===== src/verilog/dscw_map.svh =====
`ifndef DSCW_MAP_SVH
`define DSCW_MAP_SVH

// ----------------------------------------
// Parameter numbers and object instances
// ----------------------------------------
`define DSCW_PAR_CMD 16'h02AA
`define DSCW_PAR_REF 16'h02AB
`define DSCW_BV_FIRST 16'h0010
`define DSCW_BV_LAST 16'h0017
`define DSCW_BV_MPID 16'h001C
`define DSCW_BV_EPID 16'h001D
`define DSCW_ANV_REF 16'h0011

// ----------------------------------------
// Reset values
// ----------------------------------------
`define DSCW_CMD_RST 16'h0000
`define DSCW_REF_RST 16'h0000
`define DSCW_RD_NONE 16'h0000

// ----------------------------------------
// Command word bit positions
// ----------------------------------------
`define DSCW_B_RUN 4'h0
`define DSCW_B_ENA 4'h1
`define DSCW_B_DIR 4'h2
`define DSCW_B_INCH 4'h3
`define DSCW_B_LREM 4'h4
`define DSCW_B_RAMP 4'h5
`define DSCW_B_QSTP 4'h6
`define DSCW_B_FRST 4'h7
`define DSCW_B_MPID 4'hD
`define DSCW_B_EPID 4'hE

// ----------------------------------------
// Setting codes and scale
// ----------------------------------------
`define DSCW_SRC_SERIAL 4'h5
`define DSCW_CTRL_VF 3'h0
`define DSCW_CTRL_VVW 3'h5
`define DSCW_SCALE_SHIFT 6'hD

`endif


===== src/verilog/dscw_pkg.sv =====
package dscw_pkg;

   typedef enum logic [1:0] {
      dscw_src_net = 2'b00,
      dscw_src_hmi = 2'b01,
      dscw_src_other = 2'b10
   } dscw_src_t;

   typedef enum logic [1:0] {
      dscw_kind_param = 2'b00,
      dscw_kind_bin = 2'b01,
      dscw_kind_analog = 2'b10
   } dscw_kind_t;

   typedef enum logic [1:0] {
      dscw_st_idle = 2'b00,
      dscw_st_write = 2'b01,
      dscw_st_read = 2'b10,
      dscw_st_error = 2'b11
   } dscw_state_t;

endpackage : dscw_pkg


===== src/verilog/dscw_core.sv =====
`timescale 1ns/1ps
`include "dscw_map.svh"

// Contract
// - Command word written only from serial network.
// - Command bits act only under serial control; bits 4 and 5 instead follow their own source selections.
// - Bit 0 runs or ramps motor down.
// - Bit 1 enables or disables the drive.
// - Bit 2 follows or opposes reference direction.
// - Bit 3 enables the inching function.
// - Bit 4 selects local or remote place.
// - Bit 5 selects first or second ramps.
// - Bit 6 high executes a quick stop.
// - Quick stop barred under scalar control types.
// - Bit 7 resets a faulted drive.
// - Bit 13 sets main controller manual mode.
// - Bit 14 sets external controller manual mode.
// - Bits 0 to 7 are objects 16 onward.
// - Reference used only when serial source chosen.
// - Signed reference, 8192 equals synchronous speed.
// - Reference above 8192 is not clamped.
// - Forward when bit 2 agrees with sign.
// - Reference is also analog object 17.

module dscw_core (
   input wire logic ref_clk,
   input wire logic rst_b,
   input wire logic acc_req,
   input wire logic acc_write,
   input wire dscw_pkg::dscw_src_t acc_src,
   input wire dscw_pkg::dscw_kind_t acc_kind,
   input wire logic [15:0] acc_index,
   input wire logic [15:0] acc_wdata,
   output logic acc_ack,
   output logic acc_err,
   output logic [15:0] acc_rdata,
   input wire logic [3:0] command_source_select,
   input wire logic [3:0] ramp_set_source_select,
   input wire logic [3:0] local_speed_ref_source,
   input wire logic [3:0] remote_speed_ref_source,
   input wire logic local_cmds_serial,
   input wire logic remote_cmds_serial,
   input wire logic drive_remote,
   input wire logic [2:0] motor_control_type,
   input wire logic fault_active,
   input wire logic [15:0] sync_rpm,
   output logic [15:0] serial_command_word,
   output logic [15:0] serial_speed_reference,
   output logic run_req,
   output logic drive_enable,
   output logic inch_run,
   output logic remote_sel,
   output logic second_ramp,
   output logic quick_stop,
   output logic fault_reset,
   output logic main_pid_manual,
   output logic ext_pid_manual,
   output logic ref_in_use,
   output logic dir_forward,
   output logic [17:0] speed_rpm
);

   import dscw_pkg::*;

   // ----------------------------------------
   // Access decode
   // ----------------------------------------
   dscw_state_t state;
   dscw_state_t next_state;

   logic from_net;
   logic hit_par_cmd;
   logic hit_par_ref;
   logic hit_bv_low;
   logic hit_bv_mpid;
   logic hit_bv_epid;
   logic hit_bv;
   logic hit_anv;
   logic hit_cmd;
   logic hit_ref;
   logic hit_any;
   logic [3:0] bv_pos;
   logic wr_ok;
   logic wr_par_cmd;
   logic wr_bv;
   logic wr_ref;
   logic [15:0] next_cmd;
   logic [15:0] next_ref;
   logic [15:0] rd_value;
   logic [15:0] next_rdata;

   assign from_net = (acc_src == dscw_src_net);
   assign hit_par_cmd = (acc_kind == dscw_kind_param) && (acc_index == `DSCW_PAR_CMD);
   assign hit_par_ref = (acc_kind == dscw_kind_param) && (acc_index == `DSCW_PAR_REF);
   assign hit_bv_low = (acc_kind == dscw_kind_bin) && (acc_index >= `DSCW_BV_FIRST) &&
      (acc_index <= `DSCW_BV_LAST);
   assign hit_bv_mpid = (acc_kind == dscw_kind_bin) && (acc_index == `DSCW_BV_MPID);
   assign hit_bv_epid = (acc_kind == dscw_kind_bin) && (acc_index == `DSCW_BV_EPID);
   assign hit_bv = hit_bv_low | hit_bv_mpid | hit_bv_epid;
   assign hit_anv = (acc_kind == dscw_kind_analog) && (acc_index == `DSCW_ANV_REF);
   assign hit_cmd = hit_par_cmd | hit_bv;
   assign hit_ref = hit_par_ref | hit_anv;
   assign hit_any = hit_cmd | hit_ref;

   // Object 16 is bit 0, so the low three index bits give the position.
   assign bv_pos = hit_bv_mpid ? `DSCW_B_MPID :
      hit_bv_epid ? `DSCW_B_EPID :
      {1'b0, acc_index[2:0]};

   // Keypad and other sources see both words as read-only.
   assign wr_ok = acc_req & acc_write & from_net & hit_any;
   assign wr_par_cmd = wr_ok & hit_par_cmd;
   assign wr_bv = wr_ok & hit_bv;
   assign wr_ref = wr_ok & hit_ref;

   // ----------------------------------------
   // Command word next value
   // ----------------------------------------
   // Reserved bits are stored as written so that a read returns them, but
   // nothing downstream looks at them.
   genvar gi;
   generate
      for (gi = 0; gi < 16; gi = gi + 1) begin : g_cmd_bit
         assign next_cmd[gi] = wr_par_cmd ? acc_wdata[gi] :
            (wr_bv && (bv_pos == 4'(gi))) ? acc_wdata[0] :
            serial_command_word[gi];
      end
   endgenerate

   assign next_ref = wr_ref ? acc_wdata : serial_speed_reference;

   // ----------------------------------------
   // Read path and answer
   // ----------------------------------------
   assign rd_value = hit_par_cmd ? serial_command_word :
      hit_bv ? {15'h0000, serial_command_word[bv_pos]} :
      hit_ref ? serial_speed_reference :
      `DSCW_RD_NONE;

   always_comb begin
      next_state = dscw_st_idle;
      if (acc_req) begin
         if (!hit_any) begin
            next_state = dscw_st_error;
         end else if (acc_write && !from_net) begin
            next_state = dscw_st_error;
         end else if (acc_write) begin
            next_state = dscw_st_write;
         end else begin
            next_state = dscw_st_read;
         end
      end
   end

   assign next_rdata = (acc_req && !acc_write && hit_any) ? rd_value : `DSCW_RD_NONE;

   always_ff @(posedge ref_clk or negedge rst_b) begin
      if (!rst_b) begin
         state <= dscw_st_idle;
         acc_rdata <= `DSCW_RD_NONE;
      end else begin
         state <= next_state;
         acc_rdata <= next_rdata;
      end
   end

   always_comb begin
      acc_ack = 1'b0;
      acc_err = 1'b0;
      case (state)
         dscw_st_idle: begin
            acc_ack = 1'b0;
         end
         dscw_st_write: begin
            acc_ack = 1'b1;
         end
         dscw_st_read: begin
            acc_ack = 1'b1;
         end
         dscw_st_error: begin
            acc_ack = 1'b1;
            acc_err = 1'b1;
         end
         default: begin
            acc_ack = 1'b0;
         end
      endcase
   end

   // ----------------------------------------
   // Stored words
   // ----------------------------------------
   always_ff @(posedge ref_clk or negedge rst_b) begin
      if (!rst_b) begin
         serial_command_word <= `DSCW_CMD_RST;
         serial_speed_reference <= `DSCW_REF_RST;
      end else begin
         serial_command_word <= next_cmd;
         serial_speed_reference <= next_ref;
      end
   end

   // ----------------------------------------
   // Command decode
   // ----------------------------------------
   logic dec_remote;
   logic dec_active;
   logic dec_run;
   logic dec_enable;
   logic dec_inch;
   logic dec_ramp;
   logic dec_qstop;
   logic dec_frst;
   logic dec_mpid;
   logic dec_epid;
   logic frst_prev;
   logic next_fault_reset;

   dscw_cmd_decode u_decode (
      .cmd_word(serial_command_word),
      .command_source_select(command_source_select),
      .ramp_set_source_select(ramp_set_source_select),
      .local_cmds_serial(local_cmds_serial),
      .remote_cmds_serial(remote_cmds_serial),
      .drive_remote(drive_remote),
      .motor_control_type(motor_control_type),
      .remote_sel(dec_remote),
      .cmd_active(dec_active),
      .run_req(dec_run),
      .drive_enable(dec_enable),
      .inch_run(dec_inch),
      .second_ramp(dec_ramp),
      .quick_stop(dec_qstop),
      .fault_reset_lvl(dec_frst),
      .main_pid_manual(dec_mpid),
      .ext_pid_manual(dec_epid)
   );

   // A held bit 7 must not keep resetting, so only its rise while faulted
   // makes a single reset pulse.
   assign next_fault_reset = dec_frst & ~frst_prev & fault_active;

   // ----------------------------------------
   // Speed reference
   // ----------------------------------------
   logic ref_serial;
   logic sc_forward;
   logic [17:0] sc_rpm;

   assign ref_serial = dec_remote ?
      (remote_speed_ref_source == `DSCW_SRC_SERIAL) :
      (local_speed_ref_source == `DSCW_SRC_SERIAL);

   dscw_ref_scale u_scale (
      .speed_ref(serial_speed_reference),
      .dir_bit(serial_command_word[`DSCW_B_DIR]),
      .sync_rpm(sync_rpm),
      .dir_forward(sc_forward),
      .speed_rpm(sc_rpm)
   );

   // ----------------------------------------
   // Registered drive requests
   // ----------------------------------------
   always_ff @(posedge ref_clk or negedge rst_b) begin
      if (!rst_b) begin
         run_req <= 1'b0;
         drive_enable <= 1'b0;
         inch_run <= 1'b0;
         remote_sel <= 1'b0;
         second_ramp <= 1'b0;
         quick_stop <= 1'b0;
         main_pid_manual <= 1'b0;
         ext_pid_manual <= 1'b0;
      end else begin
         run_req <= dec_run;
         drive_enable <= dec_enable;
         inch_run <= dec_inch;
         remote_sel <= dec_remote;
         second_ramp <= dec_ramp;
         quick_stop <= dec_qstop;
         main_pid_manual <= dec_mpid;
         ext_pid_manual <= dec_epid;
      end
   end

   always_ff @(posedge ref_clk or negedge rst_b) begin
      if (!rst_b) begin
         frst_prev <= 1'b0;
         fault_reset <= 1'b0;
      end else begin
         frst_prev <= dec_frst;
         fault_reset <= next_fault_reset;
      end
   end

   // With the reference not in use, speed and direction read as zero so the
   // drive cannot pick up a stale serial value.
   always_ff @(posedge ref_clk or negedge rst_b) begin
      if (!rst_b) begin
         ref_in_use <= 1'b0;
         dir_forward <= 1'b0;
         speed_rpm <= 18'h0_0000;
      end else begin
         ref_in_use <= ref_serial;
         dir_forward <= ref_serial & dec_active & sc_forward;
         speed_rpm <= ref_serial ? sc_rpm : 18'h0_0000;
      end
   end

endmodule : dscw_core


===== src/verilog/dscw_cmd_decode.sv =====
`timescale 1ns/1ps
`include "dscw_map.svh"

module dscw_cmd_decode (
   input wire logic [15:0] cmd_word,
   input wire logic [3:0] command_source_select,
   input wire logic [3:0] ramp_set_source_select,
   input wire logic local_cmds_serial,
   input wire logic remote_cmds_serial,
   input wire logic drive_remote,
   input wire logic [2:0] motor_control_type,
   output logic remote_sel,
   output logic cmd_active,
   output logic run_req,
   output logic drive_enable,
   output logic inch_run,
   output logic second_ramp,
   output logic quick_stop,
   output logic fault_reset_lvl,
   output logic main_pid_manual,
   output logic ext_pid_manual
);

   logic lrem_serial;
   logic scalar_type;

   // Place comes from the word only when the serial link owns the selection.
   assign lrem_serial = (command_source_select == `DSCW_SRC_SERIAL);
   assign remote_sel = lrem_serial ? cmd_word[`DSCW_B_LREM] : drive_remote;
   assign cmd_active = remote_sel ? remote_cmds_serial : local_cmds_serial;
   assign scalar_type = (motor_control_type == `DSCW_CTRL_VF) ||
      (motor_control_type == `DSCW_CTRL_VVW);

   assign run_req = cmd_active & cmd_word[`DSCW_B_RUN];
   assign drive_enable = cmd_active & cmd_word[`DSCW_B_ENA];
   assign inch_run = cmd_active & cmd_word[`DSCW_B_INCH];
   assign second_ramp = (ramp_set_source_select == `DSCW_SRC_SERIAL) &
      cmd_word[`DSCW_B_RAMP];
   assign quick_stop = cmd_active & ~scalar_type & cmd_word[`DSCW_B_QSTP];
   assign fault_reset_lvl = cmd_active & cmd_word[`DSCW_B_FRST];
   assign main_pid_manual = cmd_active & cmd_word[`DSCW_B_MPID];
   assign ext_pid_manual = cmd_active & cmd_word[`DSCW_B_EPID];

endmodule : dscw_cmd_decode


===== src/verilog/dscw_ref_scale.sv =====
`timescale 1ns/1ps
`include "dscw_map.svh"

module dscw_ref_scale (
   input wire logic [15:0] speed_ref,
   input wire logic dir_bit,
   input wire logic [15:0] sync_rpm,
   output logic dir_forward,
   output logic [17:0] speed_rpm
);

   logic ref_neg;
   logic ref_pos;
   logic [15:0] ref_mag;
   logic [31:0] product;

   assign ref_neg = speed_ref[15];
   assign ref_pos = ~ref_neg & (speed_ref != `DSCW_REF_RST);
   // Zero speed gives reverse, since neither forward case applies.
   assign dir_forward = dir_bit ? ref_pos : ref_neg;
   assign ref_mag = ref_neg ? 16'(~speed_ref + 16'h0001) : speed_ref;
   // The magnitude of the most negative code is 8000h, read as unsigned.
   assign product = 32'(ref_mag) * 32'(sync_rpm);
   // No clamp: codes above 2000h scale past synchronous speed.
   assign speed_rpm = 18'(product >> `DSCW_SCALE_SHIFT);

endmodule : dscw_ref_scale


===== config.mk =====
export PLATFORM = sky130hd
export DESIGN_NAME = dscw_core
export DESIGN_NICKNAME = d
export VERILOG_FILES = /design/src/verilog/dscw_pkg.sv /design/src/verilog/dscw_core.sv /design/src/verilog/dscw_cmd_decode.sv /design/src/verilog/dscw_ref_scale.sv
export VERILOG_INCLUDE_DIRS = /design/src /design/src/verilog
export SDC_FILE = /design/constraint.sdc
export NUM_CORES = 1
export LEC_CHECK = 0
export BUFFER_PORTS_ARGS = -buffer_cell sky130_fd_sc_hd__clkbuf_2
export CAP_MARGIN = 40
export CORE_ASPECT_RATIO = 1.1
export CORE_UTILIZATION = 38
export DETAILED_ROUTE_END_ITERATION = 6
export GPL_TIMING_DRIVEN = 0
export SETUP_SLACK_MARGIN = 0.15
export SYNTH_ARGS = -nofsm -noshare
export SYNTH_HDL_FRONTEND = slang
export SYNTH_HIERARCHICAL = 1
export SYNTH_SLANG_ARGS = --single-unit

===== constraint.sdc =====
create_clock -name ref_clk -period 17.25 [get_ports ref_clk]
set_clock_uncertainty 0.2 [all_clocks]
set_input_delay 4.3125 -clock ref_clk [delete_from_list [all_inputs] [get_ports ref_clk]]
set_output_delay 4.3125 -clock ref_clk [all_outputs]
set_load 0.01 [all_outputs]

Word-level counts from Yosys, hierarchy flattened:

Index checks and enable logic that the tools add are counted.

* flip-flop bits (word level): 80
* latch bits: 0
* RAM bits: 0
* memory bits (read-only): 0
* input bits: 79
* output and inout bits: 79
* logic and storage cells: 200
* memories kept: 0

* add/sub/neg operators: 1
* $mul: 1
* divide/modulo/power cells: 0
* $lt $le $gt $ge: 3
* equality and inequality tests: 30
* shift operators: 0
* multiplexer cells: 52
* bitwise logic cells: 29
* reduce and logical (&&, ||, !) cells: 52

Operator list (count)
* $mux 16: 5
* $eq 16x5->1 const B: 3
* $mux 1: 38
* $eq 16x10->1 const B: 2
* $eq 4x3->1 const B: 8
* $eq 4x4->1 const B: 8
* $reduce_bool 2->1: 16
* $mul 16x16->31: 1
* $logic_and 1x1->1: 26
* $and 1x1->1: 20
* $mux 18: 1
* $add 16x1->16 const B: 1
* $ge 16x5->1 const B: 1
* $le 16x5->1 const B: 1
* $not 16->16: 1
* $reduce_bool 16->1: 1
* $eq 4x2->1 const B: 2
* $mux 2: 4
* $mux 4: 2
* $eq 2x2->1 const B: 3
* $logic_not 2->1: 3
* $lt 4x5->1 const B: 1
* $or 1x1->1: 5
* $bmux 1 s4: 1
* other kinds (10): 14

Logic depth before layout (Yosys ltp):

* depth in word-level cells: 12
* gate-level depth with buffers: 30
* gate-level depth less buffers: 27

Cells and area by module:

Netlist, hierarchy kept.

Modules (own cells, without submodules)
* dscw_ref_scale: times used 1, cells an instance 993, area an instance 8589.5 µm², sequential area each 0.0 µm²
* dscw_core: times used 1, cells an instance 293, area an instance 3397.0 µm², sequential area each 2001.9 µm²
* dscw_cmd_decode: times used 1, cells an instance 20, area an instance 166.4 µm², sequential area each 0.0 µm²

Worst setup path before layout:

OpenSTA, ideal clock, no wires.

* path type: input to register
* start: input port sync_rpm[1]
* end: register speed_rpm[11]
* setup time: 0.143 ns
* data arrival time: 9.658 ns
* required time: 16.907 ns
* setup slack: 7.249 ns
* cell stages on the path: 20
* buffers on the path: 1
* cell sequence: clkbuf_1 > nand2_1 > fa_1 > fa_1 > fa_1 > inv_1 > fa_1 > fa_1 > inv_1 > fa_1 > inv_1 > ha_1 > a21oi_1 > o211ai_1 > a21o_1 > a221o_2 > a2111oi_0 > nor2_1 > xor2_1 > nor2b_1

* cells in the longest elaborated chain, start to end: 2

RTL lines
* from (decl): RTL line dscw_core.sv:46 `input wire logic [15:0] sync_rpm,`
* $mul 16x16->31: RTL line dscw_ref_scale.sv:23 `assign product = 32'(ref_mag) * 32'(sync_rpm);`
* via sc_rpm[11]: RTL line dscw_core.sv:248 `logic [17:0] sc_rpm;`
* $mux 18: RTL line dscw_core.sv:307 `speed_rpm <= ref_serial ? sc_rpm : 18'h0_0000;`
* to (signal assigned): RTL line dscw_core.sv:307
* to (decl): RTL line dscw_core.sv:60 `output logic [17:0] speed_rpm`

The timed path passes the listed nets, and every way through them passes these cells.
A chain may end at the register's enable or synchronous reset.

Worst setup path in the final report:

* start: input port sync_rpm[3]
* end: register speed_rpm[11]

The elaborated chain is that of the path after synthesis.

==> impl_metrics.csv <==
group,metric,value,unit
synthesis,syn_avg_cell_area,9.31,sq um
placed_design,place.gp.congestion,0.889,
final_layout,syn2layout_area_growth,13.9,%
clock_tree,cts_tree,"yes",
clock_tree,post_cts_buffers,0,
clock_tree,cts_resized,0,
sta,fin_ws,6.59,ns
synthesis,synth_seq_area_share,0.165,
critical_path,cp_max_fo,10,
power,p_leak,0.00726,uW
placed_design,portBuffers,157,
clock_tree,htree_levels,3,
synthesis,synth_edf_count,0,
grt,grt_pass1_wl,53.5,mm
power,powerDensity,31.4,nW/um^2
die,core,31400,sq um
grt,antenna_found_initial,1,
die,io_pins,158,
die,die_y,190,um
sta,hold-worst-slack,0.201,ns
clock_tree,clk_pin_slew,0.06,ns
final_layout,finalNetCount,1848,
drt,drt_wl_total,33.5,mm
synthesis,synth_cells,1306,
drt,vias,9722,
sta,rsz0062_at_grt,"no",
placed_design,dp_hpwl,27.5,mm
drt,drc,0,
drt,firstDrtPassIters,5,
synthesis,synth_cell_types,79,
die,fp-row-count,68,
sta,worst_pin_slew,0.944,ns
sta,fin_setup_tns,0,ns
critical_path,critical_path_class,"in -> reg",
clock_tree,insertion_delay,0.35,ns
drt,viasPerCell,5.11,
run,drv_cap,0,
die,die_w,173,um
final_layout,fill_cells,3121,
sta,period_needed,10.66,ns
critical_path,endpoint_kind,"flop",
drt,drt_iter0_markers,441,
synthesis,synth_area,12200,sq um
synthesis,yosysWarnings,6,
clock_tree,cts_buffer_depth,2,
grt,track_usage,0.211,
critical_path,start_kind,"input pin",
synthesis,ys.flop_type,"dfrtp_1",
sta,slew_violations,0,
die,start_util,0.387,
final_layout,drive_gt1_frac,0.152,
final_layout,antenna_cells,0,
sta,final-hold-violation-count,0,
grt,grt_max_degree,43,
synthesis,ys_ff_latch,80,
sta,finalCritPeriodShare,0.618,
clock_tree,cts_hold_buf,0,
critical_path,cp.required,17.24,ns
critical_path,cp.arrival,10.65,ns
clock_tree,root_buffer,"clkbuf_16",
grt,grt_pass1_vias,10100,
die,dieArea,32700,sq um
power,worst_ir_drop_vdd,0.0000418,V
worst_hold_path,hold_path.class,"reg -> reg",
clock_tree,cts_buffers,9,
sta,setup_viol,0,
grt,gr-total-overflow,0,
clock_tree,cts.sinks,80,
drt,routedWlPerCell,17.6,um
drt,drt.antenna.violating_nets,0,
synthesis,synth_fp_nets,1675,
sta,slew_headroom,0.366,
placed_design,place_ws,6.30,ns
sta,max_freq,0.0938,GHz
status,status,"finished clean",
synthesis,async_reset_ff_frac,1.00,
==> layer usage <==
metal | vias up | share of wire | global-route usage | wire (um)
li1 | 4433 | - | - | -
met1 | 4945 | 0.41 | 0.257 | 13600
met2 | 286 | 0.51 | 0.375 | 17000
met3 | 58 | 0.056 | 0.0352 | 1880
met4 | 0 | 0.032 | 0.0755 | 1060
met5 | - | 0 | 0 | 0
==> registers in the layout, summed over array words and instances (netlist names), 2 cells and up <==
name / count
state: 2
serial_command_word: 16
serial_speed_reference: 16
speed_rpm: 18
acc_rdata: 16
==> cells by family (layout without fill, tap and decap cells) <==
group                      Yosys count  after routing  synth area share
AOI/OAI and AO/OA                  140            140            0.0829
xor gates and xnor gates            37             37            0.0267
adders and majority gates          290            290             0.417
buffers and inverters              294            472            0.0936
DFF                                 80             80             0.165
muxes                               31             31            0.0287
and+or+nand+nor                    434            434             0.186
==> cells in the mapped netlist, types with 2 or more instances <==
master / number / area share
inv_1: 243 / 0.075
fa_1: 192 / 0.32
nand2_1: 186 / 0.057
and2_1: 112 / 0.058
ha_1: 98 / 0.10
dfrtp_1: 80 / 0.16
clkbuf_1: 41 / 0.013
nor2_1: 36 / 0.011
a21oi_1: 31 / 0.013
xnor2_1: 26 / 0.019
nor2b_1: 23 / 0.012
o21ai_0: 21 / 0.0086
a21o_1: 18 / 0.011
a22oi_1: 15 / 0.0093
mux2_1: 11 / 0.010
xor2_1: 11 / 0.0079
mux2_2: 10 / 0.0093
and2b_1: 9 / 0.0056
mux2i_1: 9 / 0.0074
nand2b_1: 8 / 0.0041
nand4_1: 8 / 0.0041
nand3_1: 7 / 0.0029
nor3_1: 7 / 0.0029
buf_2: 6 / 0.0025
o31ai_1: 6 / 0.0037
a21boi_1: 5 / 0.0031
nand4b_1: 5 / 0.0036
o21a_1: 5 / 0.0031
a31oi_1: 4 / 0.0021
nor4_1: 4 / 0.0021
o22ai_1: 4 / 0.0021
a2111oi_0: 3 / 0.0022
and3_1: 3 / 0.0015
buf_6: 3 / 0.0028
o21ai_1: 3 / 0.0012
or4_1: 3 / 0.0019
a211oi_1: 2 / 0.0012
nor3b_1: 2 / 0.0012
nor4_2: 2 / 0.0021
nor4b_2: 2 / 0.0025
o211ai_1: 2 / 0.0012
o41ai_1: 2 / 0.0014
or3_1: 2 / 0.0010
==> through the flow <==
| stage | instances | cell area, sq um | util | power [uW] |
|---|---|---|---|---|
| floorplan | 1306 | 12200 | - | 204 |
| global placement | 1883 | 13500 | 0.429 | 228 |
| detailed placement | 1888 | 13500 | 0.431 | 229 |
| CTS | 1904 | 13800 | 0.441 | 440 |
| global route | 1904 | 13800 | 0.441 | 450 |
| finish | 1904 | 13800 | 0.441 | 434 |
==> critical path, cell delays in order <==
cell,delay [ns]
clkbuf_2,0.18
clkbuf_1,0.48
nand2_1,0.15
fa_1,0.50
fa_1,0.53
fa_1,0.53
inv_1,0.06
fa_1,0.48
fa_1,0.49
inv_1,0.05
fa_1,0.56
inv_1,0.06
ha_1,0.34
a21oi_1,0.20
o211ai_1,0.11
a21o_1,0.20
a221o_2,0.43
a2111oi_0,0.54
nor2_1,0.12
xor2_1,0.17
nor2b_1,0.13
==> final timing paths <==
path	start	to	slack, ns	depth (start not counted)
min in group asynchronous	rst_b	second_ramp	3.80	1
setup / recovery	sync_rpm[3]	speed_rpm[11]	6.59	21
hold reg to reg	frst_prev	fault_reset	0.20	1
setup reg to reg	serial_speed_reference[0]	speed_rpm[11]	7.72	27
max in group asynchronous	rst_b	speed_rpm[8]	12.43	2
hold / removal	frst_prev	fault_reset	0.20	1
==> area by class of cell <==
class	instances	area, sq um	share of cell area
clock inverters	6	92.6	0.00669
clock buffers	10	229	0.0165
inverters	243	912	0.0659
plain buffers	51	225	0.0163
well taps	420	526	0.0380
multi-input cells	932	9010	0.651
repair buffers	162	838	0.0606
flip-flops and latches	80	2000	0.145
==> power by group <==
group	internal, uW	switching [uW]
registers	188	0.139
logic	12.0	25.4
clock network	128	81.1
total	328	107
==> layout by cell type (no fill, tap or decap), types with 5 or more instances in the layout <==
master / instances
and2b_1: 9
clkbuf_1: 42
buf_2: 6
nand4_1: 8
inv_1: 243
nor2b_1: 23
nand2b_1: 8
nor3_1: 7
buf_4: 5
nand4b_1: 5
nand3_1: 7
a21boi_1: 5
nand2_1: 186
mux2_2: 10
a21oi_1: 31
xnor2_1: 26
and2_1: 112
dfrtp_1: 80
mux2i_1: 9
a22oi_1: 15
fa_1: 192
mux2_1: 11
clkbuf_2: 156
o21ai_0: 20
clkbuf_16: 9
o21a_1: 5
o31ai_1: 6
nor2_1: 36
a21o_1: 18
xor2_1: 11
ha_1: 98
No activity file was read; power rests on OpenSTA's default activity.
